### config.mk
export PLATFORM = sky130hd
export DESIGN_NAME = mste_top
export DESIGN_NICKNAME = d
export VERILOG_FILES = /design/src/verilog/mste_pkg.sv /design/src/verilog/mste_buf2.sv /design/src/verilog/mste_top.sv
export VERILOG_INCLUDE_DIRS = /design/src /design/src/verilog
export SDC_FILE = /design/constraint.sdc
export NUM_CORES = 2
export LEC_CHECK = 0
export ABC_CLOCK_PERIOD_IN_PS = 18300
export BUFFER_PORTS_ARGS = -buffer_cell sky130_fd_sc_hd__buf_2
export CAP_MARGIN = 20
export CORE_MARGIN = 4
export CORE_UTILIZATION = 42
export CTS_CLUSTER_DIAMETER = 150
export DETAILED_ROUTE_END_ITERATION = 8
export GPL_ROUTABILITY_DRIVEN = 0
export GPL_TIMING_DRIVEN = 0
export MAX_ROUTING_LAYER = met4
export SLEW_MARGIN = 0
export SYNTH_ARGS = -nofsm -noshare
export SYNTH_HDL_FRONTEND = slang
export SYNTH_HIERARCHICAL = 1
export SYNTH_SLANG_ARGS = --single-unit
export TNS_END_PERCENT = 1
### constraint.sdc
create_clock -name sys_clk -period 18.3 [get_ports sys_clk]
set_input_delay 2.745 -clock sys_clk [delete_from_list [all_inputs] [get_ports sys_clk]]
set_output_delay 2.745 -clock sys_clk [all_outputs]
set_load 0.03 [all_outputs]
### src/verilog/mste_defines.svh
// Constants for the memory self-test engine: CRC figures, access widths,
// march data patterns. Included by the package users; holds definitions only.
`ifndef MSTE_DEFINES_SVH
`define MSTE_DEFINES_SVH

// Checksum engine
`define MSTE_CRC_POLY  16'h1021
`define MSTE_CRC_INIT  16'hFFFF
`define MSTE_CRC_XOR   16'hFFFF

// Access width codes on cmd_width and mem_size
`define MSTE_W8        2'h0
`define MSTE_W16       2'h1
`define MSTE_W32       2'h2

// March data pattern codes
`define MSTE_PAT_ZERO  2'h0
`define MSTE_PAT_ONES  2'h1
`define MSTE_PAT_AA    2'h2
`define MSTE_PAT_55    2'h3

// March data pattern values, cut to the access width in use
`define MSTE_VAL_ZERO  32'h0000_0000
`define MSTE_VAL_ONES  32'hFFFF_FFFF
`define MSTE_VAL_AA    32'hAAAA_AAAA
`define MSTE_VAL_55    32'h5555_5555

// Last march element index (six elements)
`define MSTE_LAST_ELEM 3'h5

`endif

### src/verilog/mste_pkg.sv
// Types shared by the memory self-test engine and its users.
// Assumes nothing of its surroundings.
package mste_pkg;

  typedef enum logic [2:0] {
    OP_INIT, OP_START, OP_ACCUM, OP_RESULT, OP_VERIFY, OP_ROMCHK, OP_MARCH
  } mste_op_e;

  typedef enum logic {
    ALG_MARCH_C, ALG_MARCH_X
  } mste_alg_e;

  typedef enum logic [1:0] {
    PH_SAFE, PH_SAVE, PH_MARCH, PH_RESTORE
  } mste_phase_e;

  typedef enum logic [3:0] {
    ST_IDLE, ST_CRC_RD, ST_CRC_WT, ST_REF_RD, ST_REF_WT, ST_PHASE, ST_EL_START,
    ST_M_RD, ST_M_WT, ST_M_WR, ST_M_NEXT, ST_PH_END, ST_CP_RD, ST_CP_WT,
    ST_CP_WR, ST_FIN
  } mste_state_e;

endpackage

### src/verilog/mste_buf2.sv
// Two-entry buffer with valid and ready on both sides.
// Assumes one clock; in_ready is registered so it may leave the block.
`timescale 1ns/1ps
module mste_buf2 #(
  parameter int W = 32
) (
  // Clock and reset
  input  wire logic         sys_clk,
  input  wire logic         sys_rst,
  // Filling side
  input  wire logic         in_valid,
  output logic              in_ready,
  input  wire logic [W-1:0] in_data,
  // Draining side
  output logic              out_valid,
  output logic [W-1:0]      out_data,
  input  wire logic         out_ready
);
  logic [W-1:0] mem [2];
  logic         wp;
  logic         rp;
  logic [1:0]   count;
  logic [1:0]   next_count;
  logic         push;
  logic         pop;

  assign out_valid = (count != 2'h0);
  assign out_data  = mem[rp];
  assign push      = in_valid && in_ready;
  assign pop       = out_valid && out_ready;

  always_comb begin
    next_count = count;
    if (push && !pop) begin
      next_count = count + 2'h1;
    end else if (pop && !push) begin
      next_count = count - 2'h1;
    end
  end

  always_ff @(posedge sys_clk or posedge sys_rst) begin
    if (sys_rst) begin
      count    <= 2'h0;
      wp       <= 1'b0;
      rp       <= 1'b0;
      in_ready <= 1'b1;
    end else begin
      count    <= next_count;
      in_ready <= (next_count != 2'h2);
      if (push) begin
        wp <= ~wp;
      end
      if (pop) begin
        rp <= ~rp;
      end
    end
  end

  always_ff @(posedge sys_clk) begin
    if (push) begin
      mem[wp] <= in_data;
    end
  end
endmodule

### src/verilog/mste_top.sv
// Memory self-test engine: CRC-16 check of read-only memory and
// March C / word-oriented March X test of RAM with optional save/restore.
// Assumes a memory port on the same clock that accepts one request per
// req/gnt pair and returns read data later on mem_rvalid.
// Notes on behaviour
// - Checksum is CRC-16 with generator 0x1021, bitwise modulo two.
// - Shift register preset to all ones at each checksum start.
// - Result is the register inverted with all ones.
// - Input is read a byte at a time from start address for a byte count.
// - Start once, add each range, then ask result; state kept across ranges.
// - Result covers all bytes of all ranges added since the last start.
// - Verify reads stored 16-bit reference and passes only when equal.
// - ROM check recalculates checksum and compares with saved reference.
// - March C has six elements and ten operations.
// - March C: w0; up r0w1; up r1w0; down r0w1; down r1w0; r0.
// - March X uses access-width patterns and steps word by word.
// - March X: w0; up r0 w1s; down r1s w0.
// - March X then: up r0 wAA; down rAA w55; read 55 everywhere.
// - Non-destructive run saves area to buffer first and restores after.
// - Save buffer may itself be march tested before use.
// - Failed buffer test aborts before target is touched, reports fail.
// - Width 8, 16 or 32; addresses aligned; end not below start.
`timescale 1ns/1ps
`include "mste_defines.svh"
module mste_top
  import mste_pkg::*;
(
  // Clock and reset
  input  wire logic        sys_clk,
  input  wire logic        sys_rst,
  // Command
  input  wire logic        cmd_valid,
  input  wire mste_op_e    cmd_op,
  input  wire logic [31:0] cmd_addr,
  input  wire logic [31:0] cmd_len,
  input  wire logic [31:0] cmd_end,
  input  wire logic [31:0] cmd_safe,
  input  wire logic [31:0] cmd_ref_addr,
  input  wire logic [1:0]  cmd_width,
  input  wire mste_alg_e   cmd_alg,
  input  wire logic        cmd_nondestr,
  input  wire logic        cmd_test_safe,
  // Status
  output logic             busy,
  output logic             done,
  output logic             pass,
  output logic [15:0]      crc_result,
  // Memory port
  output logic             mem_req,
  output logic             mem_we,
  output logic [1:0]       mem_size,
  output logic [31:0]      mem_addr,
  output logic [31:0]      mem_wdata,
  input  wire logic        mem_gnt,
  input  wire logic        mem_rvalid,
  input  wire logic [31:0] mem_rdata,
  output logic             mem_rready
);

  ////////////////////////////////////////////////////////////////////////////
  // Helpers

  function automatic logic [15:0] crc_byte(input logic [15:0] c, input logic [7:0] d);
    logic [15:0] r;
    logic        fb;
    r = c;
    for (int i = 7; i >= 0; i--) begin
      fb = r[15] ^ d[i];
      r  = {r[14:0], 1'b0} ^ (fb ? `MSTE_CRC_POLY : 16'h0000);
    end
    return r;
  endfunction

  function automatic logic [31:0] width_mask(input logic [1:0] w);
    case (w)
      `MSTE_W8:  return 32'h0000_00FF;
      `MSTE_W16: return 32'h0000_FFFF;
      default:   return 32'hFFFF_FFFF;
    endcase
  endfunction

  function automatic logic [31:0] pat_val(input logic [1:0] p, input logic [1:0] w);
    logic [31:0] v;
    case (p)
      `MSTE_PAT_ZERO: v = `MSTE_VAL_ZERO;
      `MSTE_PAT_ONES: v = `MSTE_VAL_ONES;
      `MSTE_PAT_AA:   v = `MSTE_VAL_AA;
      default:        v = `MSTE_VAL_55;
    endcase
    return v & width_mask(w);
  endfunction

  // Element: {read, read pattern, write, write pattern, descending}
  function automatic logic [6:0] elem_info(input mste_alg_e a, input logic [2:0] e);
    logic x;
    x = (a == ALG_MARCH_X);
    case (e)
      3'h0: return {1'b0, `MSTE_PAT_ZERO, 1'b1, `MSTE_PAT_ZERO, 1'b0};
      3'h1: return {1'b1, `MSTE_PAT_ZERO, 1'b1, `MSTE_PAT_ONES, 1'b0};
      3'h2: return {1'b1, `MSTE_PAT_ONES, 1'b1, `MSTE_PAT_ZERO, x};
      3'h3: return x ? {1'b1, `MSTE_PAT_ZERO, 1'b1, `MSTE_PAT_AA, 1'b0}
                     : {1'b1, `MSTE_PAT_ZERO, 1'b1, `MSTE_PAT_ONES, 1'b1};
      3'h4: return x ? {1'b1, `MSTE_PAT_AA, 1'b1, `MSTE_PAT_55, 1'b1}
                     : {1'b1, `MSTE_PAT_ONES, 1'b1, `MSTE_PAT_ZERO, 1'b1};
      default: return x ? {1'b1, `MSTE_PAT_55, 1'b0, `MSTE_PAT_ZERO, 1'b0}
                        : {1'b1, `MSTE_PAT_ZERO, 1'b0, `MSTE_PAT_ZERO, 1'b0};
    endcase
  endfunction

  ////////////////////////////////////////////////////////////////////////////
  // State

  mste_state_e state;
  mste_phase_e phase;
  mste_op_e    op_q;
  mste_alg_e   alg_q;
  logic [15:0] crc;
  logic [15:0] refv;
  logic        inited;
  logic        fail;
  logic [1:0]  width_q;
  logic        nondestr_q;
  logic        tsafe_q;
  logic [31:0] start_q;
  logic [31:0] safe_q;
  logic [31:0] ref_q;
  logic [31:0] src_q;
  logic [31:0] dst_q;
  logic [31:0] span;
  logic [31:0] off;
  logic [31:0] remain;
  logic [2:0]  elem;
  logic [31:0] cp_data;

  logic        buf_ovalid;
  logic [31:0] buf_odata;
  logic        buf_ordy;
  logic [6:0]  einfo;
  logic [31:0] step;
  logic [31:0] rd_masked;
  logic        mismatch;
  logic        el_last;
  logic        accept;
  logic        args_ok;

  assign accept    = (state == ST_IDLE) && cmd_valid;
  assign einfo     = elem_info(alg_q, elem);
  assign step      = 32'h0000_0001 << width_q;
  assign rd_masked = buf_odata & width_mask(width_q);
  assign mismatch  = (rd_masked != pat_val(einfo[5:4], width_q));
  assign el_last   = einfo[0] ? (off == 32'h0000_0000) : (off == span);
  assign buf_ordy  = (state == ST_CRC_WT) || (state == ST_REF_WT) ||
                     (state == ST_M_WT) || (state == ST_CP_WT);

  // Width legal, every address aligned, end not below start
  always_comb begin
    logic [31:0] am;
    am      = (cmd_width == `MSTE_W16) ? 32'h0000_0001 :
              (cmd_width == `MSTE_W32) ? 32'h0000_0003 : 32'h0000_0000;
    args_ok = (cmd_width != 2'h3) && ((cmd_addr & am) == 32'h0000_0000) &&
              ((cmd_end & am) == 32'h0000_0000) && (cmd_end >= cmd_addr) &&
              (!cmd_nondestr || ((cmd_safe & am) == 32'h0000_0000));
  end

  ////////////////////////////////////////////////////////////////////////////
  // Read data buffer: a stalled consumer never loses a returned word

  mste_buf2 #(.W(32)) u_rbuf (
    .sys_clk   (sys_clk),
    .sys_rst   (sys_rst),
    .in_valid  (mem_rvalid),
    .in_ready  (mem_rready),
    .in_data   (mem_rdata),
    .out_valid (buf_ovalid),
    .out_data  (buf_odata),
    .out_ready (buf_ordy)
  );

  ////////////////////////////////////////////////////////////////////////////
  // Checksum register

  always_ff @(posedge sys_clk or posedge sys_rst) begin
    if (sys_rst) begin
      crc <= `MSTE_CRC_INIT;
    end else if (accept && inited && (cmd_op == OP_START || cmd_op == OP_ROMCHK)) begin
      crc <= `MSTE_CRC_INIT;
    end else if (state == ST_CRC_WT && buf_ovalid) begin
      crc <= crc_byte(crc, buf_odata[7:0]);
    end
  end

  ////////////////////////////////////////////////////////////////////////////
  // Sequencer and memory port

  always_ff @(posedge sys_clk or posedge sys_rst) begin
    if (sys_rst) begin
      state <= ST_IDLE;      phase <= PH_MARCH;   op_q <= OP_INIT;
      alg_q <= ALG_MARCH_C;  inited <= 1'b0;      fail <= 1'b0;
      width_q <= `MSTE_W8;   nondestr_q <= 1'b0;  tsafe_q <= 1'b0;
      start_q <= '0;  safe_q <= '0;  ref_q <= '0;  src_q <= '0;  dst_q <= '0;
      span <= '0;  off <= '0;  remain <= '0;  elem <= 3'h0;  cp_data <= '0;
      refv <= 16'h0000;
      busy <= 1'b0;  done <= 1'b0;  pass <= 1'b0;  crc_result <= 16'h0000;
      mem_req <= 1'b0;  mem_we <= 1'b0;  mem_size <= `MSTE_W8;
      mem_addr <= '0;   mem_wdata <= '0;
    end else begin
      done <= 1'b0;
      case (state)
        ST_IDLE: begin
          if (cmd_valid) begin
            busy <= 1'b1;
            op_q <= cmd_op;
            fail <= 1'b0;
            src_q <= cmd_addr;
            off <= '0;
            remain <= cmd_len;
            ref_q <= cmd_ref_addr;
            state <= ST_FIN;
            if (cmd_op == OP_INIT) begin
              inited <= 1'b1;
            end else if (cmd_op == OP_MARCH) begin
              alg_q <= cmd_alg;  width_q <= cmd_width;  start_q <= cmd_addr;
              safe_q <= cmd_safe;  nondestr_q <= cmd_nondestr;
              tsafe_q <= cmd_test_safe;  span <= cmd_end - cmd_addr;
              phase <= (cmd_nondestr && cmd_test_safe) ? PH_SAFE :
                       cmd_nondestr ? PH_SAVE : PH_MARCH;
              if (args_ok) begin
                state <= ST_PHASE;
              end else begin
                fail <= 1'b1;
              end
            end else if (!inited) begin
              fail <= 1'b1;
            end else if (cmd_op == OP_ACCUM || cmd_op == OP_ROMCHK) begin
              state <= (cmd_len == 32'h0000_0000) ?
                       ((cmd_op == OP_ROMCHK) ? ST_REF_RD : ST_FIN) : ST_CRC_RD;
            end else if (cmd_op == OP_VERIFY) begin
              state <= ST_REF_RD;
            end
          end
        end
        ST_CRC_RD: begin
          if (!mem_req) begin
            mem_req <= 1'b1;  mem_we <= 1'b0;  mem_size <= `MSTE_W8;
            mem_addr <= src_q + off;
          end else if (mem_gnt) begin
            mem_req <= 1'b0;
            state <= ST_CRC_WT;
          end
        end
        ST_CRC_WT: begin
          if (buf_ovalid) begin
            off <= off + 32'h0000_0001;
            remain <= remain - 32'h0000_0001;
            if (remain == 32'h0000_0001) begin
              state <= (op_q == OP_ROMCHK) ? ST_REF_RD : ST_FIN;
            end else begin
              state <= ST_CRC_RD;
            end
          end
        end
        ST_REF_RD: begin
          if (!mem_req) begin
            mem_req <= 1'b1;  mem_we <= 1'b0;  mem_size <= `MSTE_W16;
            mem_addr <= ref_q;
          end else if (mem_gnt) begin
            mem_req <= 1'b0;
            state <= ST_REF_WT;
          end
        end
        ST_REF_WT: begin
          if (buf_ovalid) begin
            refv <= buf_odata[15:0];
            fail <= (buf_odata[15:0] != (crc ^ `MSTE_CRC_XOR));
            state <= ST_FIN;
          end
        end
        ST_PHASE: begin
          off <= '0;
          elem <= 3'h0;
          case (phase)
            PH_SAFE:  begin src_q <= safe_q;  state <= ST_EL_START; end
            PH_SAVE:  begin src_q <= start_q; dst_q <= safe_q;  state <= ST_CP_RD; end
            PH_MARCH: begin src_q <= start_q; state <= ST_EL_START; end
            default:  begin src_q <= safe_q;  dst_q <= start_q; state <= ST_CP_RD; end
          endcase
        end
        ST_EL_START: begin
          off <= einfo[0] ? span : 32'h0000_0000;
          state <= einfo[6] ? ST_M_RD : ST_M_WR;
        end
        ST_M_RD: begin
          if (!mem_req) begin
            mem_req <= 1'b1;  mem_we <= 1'b0;  mem_size <= width_q;
            mem_addr <= src_q + off;
          end else if (mem_gnt) begin
            mem_req <= 1'b0;
            state <= ST_M_WT;
          end
        end
        ST_M_WT: begin
          if (buf_ovalid) begin
            if (mismatch) begin
              fail <= 1'b1;
            end
            state <= einfo[3] ? ST_M_WR : ST_M_NEXT;
          end
        end
        ST_M_WR: begin
          if (!mem_req) begin
            mem_req <= 1'b1;  mem_we <= 1'b1;  mem_size <= width_q;
            mem_addr <= src_q + off;
            mem_wdata <= pat_val(einfo[2:1], width_q);
          end else if (mem_gnt) begin
            mem_req <= 1'b0;
            mem_we <= 1'b0;
            state <= ST_M_NEXT;
          end
        end
        ST_M_NEXT: begin
          if (el_last) begin
            if (elem == `MSTE_LAST_ELEM) begin
              state <= ST_PH_END;
            end else begin
              elem <= elem + 3'h1;
              state <= ST_EL_START;
            end
          end else begin
            off <= einfo[0] ? (off - step) : (off + step);
            state <= einfo[6] ? ST_M_RD : ST_M_WR;
          end
        end
        ST_PH_END: begin
          state <= ST_PHASE;
          case (phase)
            PH_SAFE: begin
              if (fail) begin
                state <= ST_FIN;
              end else begin
                phase <= PH_SAVE;
              end
            end
            PH_SAVE:  phase <= PH_MARCH;
            PH_MARCH: begin
              if (nondestr_q) begin
                phase <= PH_RESTORE;
              end else begin
                state <= ST_FIN;
              end
            end
            default:  state <= ST_FIN;
          endcase
        end
        ST_CP_RD: begin
          if (!mem_req) begin
            mem_req <= 1'b1;  mem_we <= 1'b0;  mem_size <= width_q;
            mem_addr <= src_q + off;
          end else if (mem_gnt) begin
            mem_req <= 1'b0;
            state <= ST_CP_WT;
          end
        end
        ST_CP_WT: begin
          if (buf_ovalid) begin
            cp_data <= rd_masked;
            state <= ST_CP_WR;
          end
        end
        ST_CP_WR: begin
          if (!mem_req) begin
            mem_req <= 1'b1;  mem_we <= 1'b1;  mem_size <= width_q;
            mem_addr <= dst_q + off;
            mem_wdata <= cp_data;
          end else if (mem_gnt) begin
            mem_req <= 1'b0;
            mem_we <= 1'b0;
            off <= off + step;
            state <= (off == span) ? ST_PH_END : ST_CP_RD;
          end
        end
        ST_FIN: begin
          busy <= 1'b0;
          done <= 1'b1;
          pass <= !fail;
          if (inited && (op_q == OP_RESULT || op_q == OP_VERIFY || op_q == OP_ROMCHK)) begin
            crc_result <= crc ^ `MSTE_CRC_XOR;
          end
          state <= ST_IDLE;
        end
        default: state <= ST_IDLE;
      endcase
    end
  end
endmodule

Yosys cells after proc, flatten, opt, wreduce, memory -nomap -nowiden

Memories as Yosys holds them, arrays and structs flattened.
Cells that the tools add are included.

Eq/ne operators: 77
Shift operators: 1
Mux-type cells: 121
Add/subtract/negate cells: 10
Bitwise operators: 27
Multipliers: 0
Reductions and logical operators: 76
$lt $le $gt $ge: 1
Div/mod/pow operators: 0

Operators by type and width:

| kind                                                | count |
|---|---|
| 2-to-1 mux 32 bit                                   | 20 |
| one-hot mux 32 bit (2 select lines)                 | 5 |
| one-hot mux 32 bit (3 select lines)                 | 3 |
| one-hot mux 32 bit (6 select lines)                 | 1 |
| zero test 32 bit                                    | 5 |
| 2-to-1 mux 4 bit                                    | 33 |
| XOR 16 x 13 -> 16 bit                               | 8 |
| 2-to-1 mux 13 bit                                   | 8 |
| adder 32 bit                                        | 3 |
| bitwise AND 32 x 2 -> 32 bit                        | 3 |
| bitwise AND 32 bit                                  | 3 |
| one-hot mux 4 bit (16 select lines)                 | 1 |
| subtractor 32 bit                                   | 2 |
| inequality test 2 bit (second input constant)       | 31 |
| one-hot mux 7 bit (5 select lines)                  | 1 |
| adder 32 x 1 -> 32 bit (second input constant)      | 1 |
| == test 32 x 1 -> 1 bit (second input constant)     | 1 |
| == test 32 bit                                      | 1 |
| == test 4 bit (second input constant)               | 8 |
| greater-or-equal comparator 32 bit                  | 1 |
| 2-to-1 mux 16 bit                                   | 2 |
| inequality test 32 bit                              | 1 |
| << shifter 1 x 2 -> 32 bit (first input constant)   | 1 |
| subtractor 32 x 1 -> 32 bit (second input constant) | 1 |
| 48 further kinds                                    | 169 |

Word-level logic and storage cells: 346
Input port bits: 205
Output and inout bits: 88
Bits in latches: 0
Bits in registers: 414
RAM bits: 64
Memory bits (read-only): 0
Memories kept: 1

Memories:

| memory     | depth | bits a word | read ports | clocked after memory_dff | wr ports | RTL line        | RTL |
|---|---|---|---|---|---|---|---|
| u_rbuf.mem | 2     | 32          | 1          | 0                        | 1        | mste_buf2.sv:19 | `logic [W-1:0] mem [2];` |

Logic depth before layout (Yosys ltp)

An unclocked memory read counts as a cell.

Depth in word-level cells: 27
Mapped depth: 20
Gate-level depth less buffers: 16

Modules after synthesis

Netlist, hierarchy kept.

Modules (own cells, without submodules):

| module    | cells each | instances | seq. area each (µm²) | area an instance (µm²) |
|---|---|---|---|---|
| mste_top  | 3111       | 1         | 10256.1              | 25102.8 |
| mste_buf2 | 124        | 1         | 2048.2               | 2578.7 |

Worst setup path after synthesis

OpenSTA, ideal clock, no wires.

Path type: in2reg
Start point: in cmd_end[0]
End point: reg span[26]
Slack: 13252 ps
Data arrival time: 4922 ps
Required time: 18174 ps
Setup time: 126 ps
Stages: 13
Buffers on the path: 0
Cell sequence: inv_1 ha_1 fa_1 nor2b_1 o21ai_1 a21oi_1 o21a_1 a2bb2oi_1 a21o_1 a21oi_1 nor4_1 mux2i_1 nand2_1

Cells in the longest elaborated chain, start to end: 1

RTL lines:

| what                 | RTL line        | RTL |
|---|---|---|
| start, declared      | mste_top.sv:36  | `input wire logic [31:0] cmd_end,` |
| subtractor 32 bit    | mste_top.sv:224 | `tsafe_q <= cmd_test_safe; span <= cmd_end - cmd_addr;` |
| end signal, assigned | mste_top.sv:224 |  |
| end, declared        | mste_top.sv:129 | `logic [31:0] span;` |

No other way between the ends.
A chain may end at the register's enable or synchronous reset.

Worst setup path after layout

Start point: reg state[0]
End point: reg mem_addr[28]

Cells in the longest elaborated chain, start to end: 4
Elaborated cells on any way between the ends: 13
Classes of those cells: 9 x eq/ne; 1 x mux; 3 x reduce/logical

RTL lines:

| what                                                                  | RTL line        | RTL |
|---|---|---|
| start, declared                                                       | mste_top.sv:113 | `mste_state_e state;` |
| start signal, assigned                                                | mste_top.sv:235 | `state <= (cmd_len == 32'h0000_0000) ?` |
| start signal, assigned                                                | mste_top.sv:256 | `state <= (op_q == OP_ROMCHK) ? ST_REF_RD : ST_FIN;` |
| start signal, assigned                                                | mste_top.sv:290 | `state <= einfo[6] ? ST_M_RD : ST_M_WR;` |
| == test 4 bit (tied with other cells)                                 | mste_top.sv:208 | `case (state)` |
| OR reduction 4 bit (no line)                                          | n/a             |  |
| inequality test 2 bit (no line) or nonzero test 3 bit (tied branches) | n/a             |  |
| AND reduction 4 bit (no line)                                         | n/a             |  |
| end signal, assigned                                                  | mste_top.sv:245 | `mem_addr <= src_q + off;` |
| end signal, assigned                                                  | mste_top.sv:265 | `mem_addr <= ref_q;` |
| end signal, assigned                                                  | mste_top.sv:295 | `mem_addr <= src_q + off;` |
| end, declared                                                         | mste_top.sv:52  | `output logic [31:0] mem_addr,` |

Several ways; a longest one is shown, not always the timed one.

==> qor.txt <==
Gate power share = 0.466
critical path arrival = 6.08 ns
register area share after synthesis = 0.444
Max H-tree Level = 2
layout cells sized above 1 = 0.131
Setup CP Type = flip-flop to flip-flop
number of port buffers = 291
synthesized net count = 3,533
post-synthesis average cell area = 8.56 um^2
initial DRC count = 3,323
CP required = 18.80 ns
switching share of power = 0.453
Critical Path Source = state[0]
R2R Path Start = state[0]
status = completed
setup slack, reg-to-reg = 12.72 ns
Pwr Density = 168 nW/um^2
relative slew slack = 0.210
crit-path max FO = 10
Setup violations, final = 0
worst-skew pair later-pin latency = 0.62 ns
final net count = 3,885
fin crit share = 0.305
Final ANT Viol Nets = 0
Worst VDD drop = 0.0000839 V
total core area = 64,800 um^2
Static Leakage = 14.5 nW
FP Rows = 93
Distinct cells, synth = 86
CTS max path bufs = 3
Starting Density = 0.427
DRT Pass-1 Iters = 6
final wirelength = 102,000 um
Clock Skews = 0.0198 ns
post-synthesis cell count = 3,235
launching element type of the critical path = flip-flop
DRC violation count after routing = 0
largest net degree at the start of global routing = 126
total track usage = 0.288
reg-to-reg endpoint = mem_addr[28]
initial antenna violation count = 6
CTS buffer count = 54
DP HPWL = 77,800 um
EDFF count, synth = 64
clock power share = 0.200
min Tclk post-route = 5.58 ns
Die Ht = 265 um
die area = 70,100 um^2
die width = 265 um
final design utilization = 0.495
hold buffers post-CTS = 0
FMAX = 179 MHz
Switching Power = 2.45 mW
Hold Fails Final Rpt = 0
Crit. End Element = flip-flop
placed cells = 4,386
Hold EP = ref_q[30]
Flop pwr share = 0.334
vias = 26,019
Post CTS Setup Buffer Count = 0
Layout area overhead = 16.0%
P_int = 2.96 mW
Hold Path Origin = ref_q[30]
unrepaired setup endpoints after global routing = false
Vias/cell = 5.80
Sink Count = 478
hold depth = 2
number of fill cells in the layout = 6,292
worst slew pin tran = 1.19 ns
Top Ports = 293
Root Buffer = clkbuf_16
Async S/R FF share, synth = 0.866
gr ovfl total = 0
Synth Cell Area = 27,700 um^2
# resized after CTS = 0
FF-to-FF path depth = 20
number of max-cap violations = 0
Finished Layout Cells = 4,489
#FFs+latches synth = 478
clock slew seen by the registers of the worst setup and hold paths = 0.06 ns
first-pass GRT wire length = 152,000 um
WL per Instance = 22.7 um
Final Max Slew Viols = 0
vias in the first global route = 24,560
Min-Delay Path Class = flip-flop to flip-flop
dominant synthesized flop cell = dfrtp_1
Yosys Warn Count = 6
CTS tree = done
final cells by class:
class | count | area (um^2) | area share
Antenna cell | 4 | 10.0 | 0.000312
Buffer | 200 | 772 | 0.0240
Clock buffer | 81 | 1530 | 0.0477
Clock inverter | 18 | 223 | 0.00694
Inverter | 87 | 334 | 0.0104
Multi-Input combinational cell | 2470 | 14300 | 0.445
Sequential cell | 478 | 12300 | 0.383
Tap cell | 855 | 1070 | 0.0333
Timing Repair Buffer | 296 | 1570 | 0.0490
power groups by stage:
stage          logic, mW  registers [mW]  clock network, mW
2_1_floorplan       1.56            1.87                  0
3_3_place_gp        2.44            1.80                  0
3_5_place_dp        2.47            1.81                  0
4_1_cts             2.48            1.79               1.10
5_1_grt             2.73            1.84               1.15
6_report            2.52            1.80               1.08
state kept, by name, summed over array words and instances (netlist names), 2 cells and up:
signal        cells
u_rbuf/mem       64
remain           32
mem_size          2
crc              16
mem_wdata        32
phase             2
mem_addr         32
off              32
u_rbuf/count      2
safe_q           32
state             4
src_q            32
dst_q            32
span             32
start_q          32
crc_result       16
op_q              3
cp_data          32
width_q           2
elem              3
ref_q            32
placed cells by master (no fill, tap or decap), types with 46 or more instances in the layout:
cell type and instances:
a31oi_1 68, nor2b_1 54, nand3_1 60, a21oi_1 240, ha_1 89, dfrtp_1 396, xnor2_1 69, nor4_1 46
o21ai_0 247, clkbuf_1 189, inv_1 86, edfxtp_1 64, clkbuf_16 54, xor2_1 79, nor2_1 221, buf_2 299
nand2_1 708
through the flow:
stage	hold WS (ns)	setup TNS (ns)	setup WS, ns	cell area [um^2]	power (mW)
after floorplan	0.437	0	4.20	27700	3.43
after global placement	0.452	-317.72	-0.867	30200	4.25
after detailed placement	0.460	0	12.23	30300	4.28
after CTS	0.473	0	12.76	32100	5.38
after global routing	0.495	0	12.46	32100	5.72
final	0.470	0	12.72	32100	5.41
Yosys cell counts (all sizes together), types with 9 or more instances:
cell	number	area, um^2
clkbuf	170	638
xor2	79	692
a221oi	14	123
o31ai	14	105
a31oi	68	425
a21o	39	293
buf	30	134
nor2	225	852
nand4	36	225
ha	89	1110
o22ai	18	113
and2	11	68.8
a211oi	42	320
a21oi	242	1220
o221ai	9	78.8
nor2b	54	338
mux2	45	507
dfrtp	396	9910
edfxtp	64	1920
nand2	709	2660
a22oi	29	218
and3	23	145
or2	9	56.3
xnor2	70	621
dfstp	18	473
nand3	60	300
o21a	12	90.1
nand2b	24	158
nor4	47	300
nor3	43	230
a22o	9	78.8
o211ai	24	180
o21ai	280	1400
inv	87	327
or3	18	128
mux2i	39	390
per-layer routing:
layer / vias up / share of wire / global-route usage / wire length [um]
met3: 240 / 0.091 / 0.0583 / 9320
met4: 0 / 0.037 / 0.0895 / 3730
met1: 12512 / 0.44 / 0.407 / 45100
met2: 1199 / 0.43 / 0.418 / 43700
li1: 12068 / - / - / -
met5: - / 0 / - / 0
cell families (layout without fill, tap and decap cells):
| family | count (synthesis) | after routing | synth area share |
|---|---|---|---|
| AOI/OAI and AO/OA | 861 | 861 | 0.188 |
| xor gates and xnor gates | 149 | 149 | 0.0474 |
| adders and majority gates | 93 | 93 | 0.0431 |
| buffers and inverters | 287 | 682 | 0.0397 |
| DFF | 478 | 478 | 0.444 |
| muxes | 84 | 84 | 0.0324 |
| other | 0 | 4 | 0 |
| and+or+nand+nor | 1283 | 1283 | 0.205 |
worst max-delay path, stage by stage, from the launching register on:
cell,delay (ns)
dfrtp_1,0.37
nor2b_1,0.11
clkbuf_1,0.33
and3_1,0.21
clkbuf_1,0.31
clkbuf_1,0.63
buf_1,0.54
nand2_1,0.11
nand2_1,0.08
ha_1,0.19
fa_1,0.22
a21o_1,0.12
a21o_1,0.16
a21oi_1,0.10
o31ai_1,0.45
a22oi_1,0.21
o21ai_1,0.31
nand2_1,0.16
o311a_1,0.32
xnor2_1,0.19
a221o_1,0.35
worst max path at each step:
stage / end / slack, ns / cells past startpoint
6_report: mem_addr[28] / 12.72 / 20
5_1_grt: mem_addr[28] / 12.46 / 20
4_1_cts: mem_addr[28] / 12.76 / 20
3_5_place_dp: safe_q[8] / 12.23 / 7
3_3_place_gp: span[6] / -0.87 / 2
2_1_floorplan: alg_q / 4.20 / 1
Power figures use the tool's default switching activity.
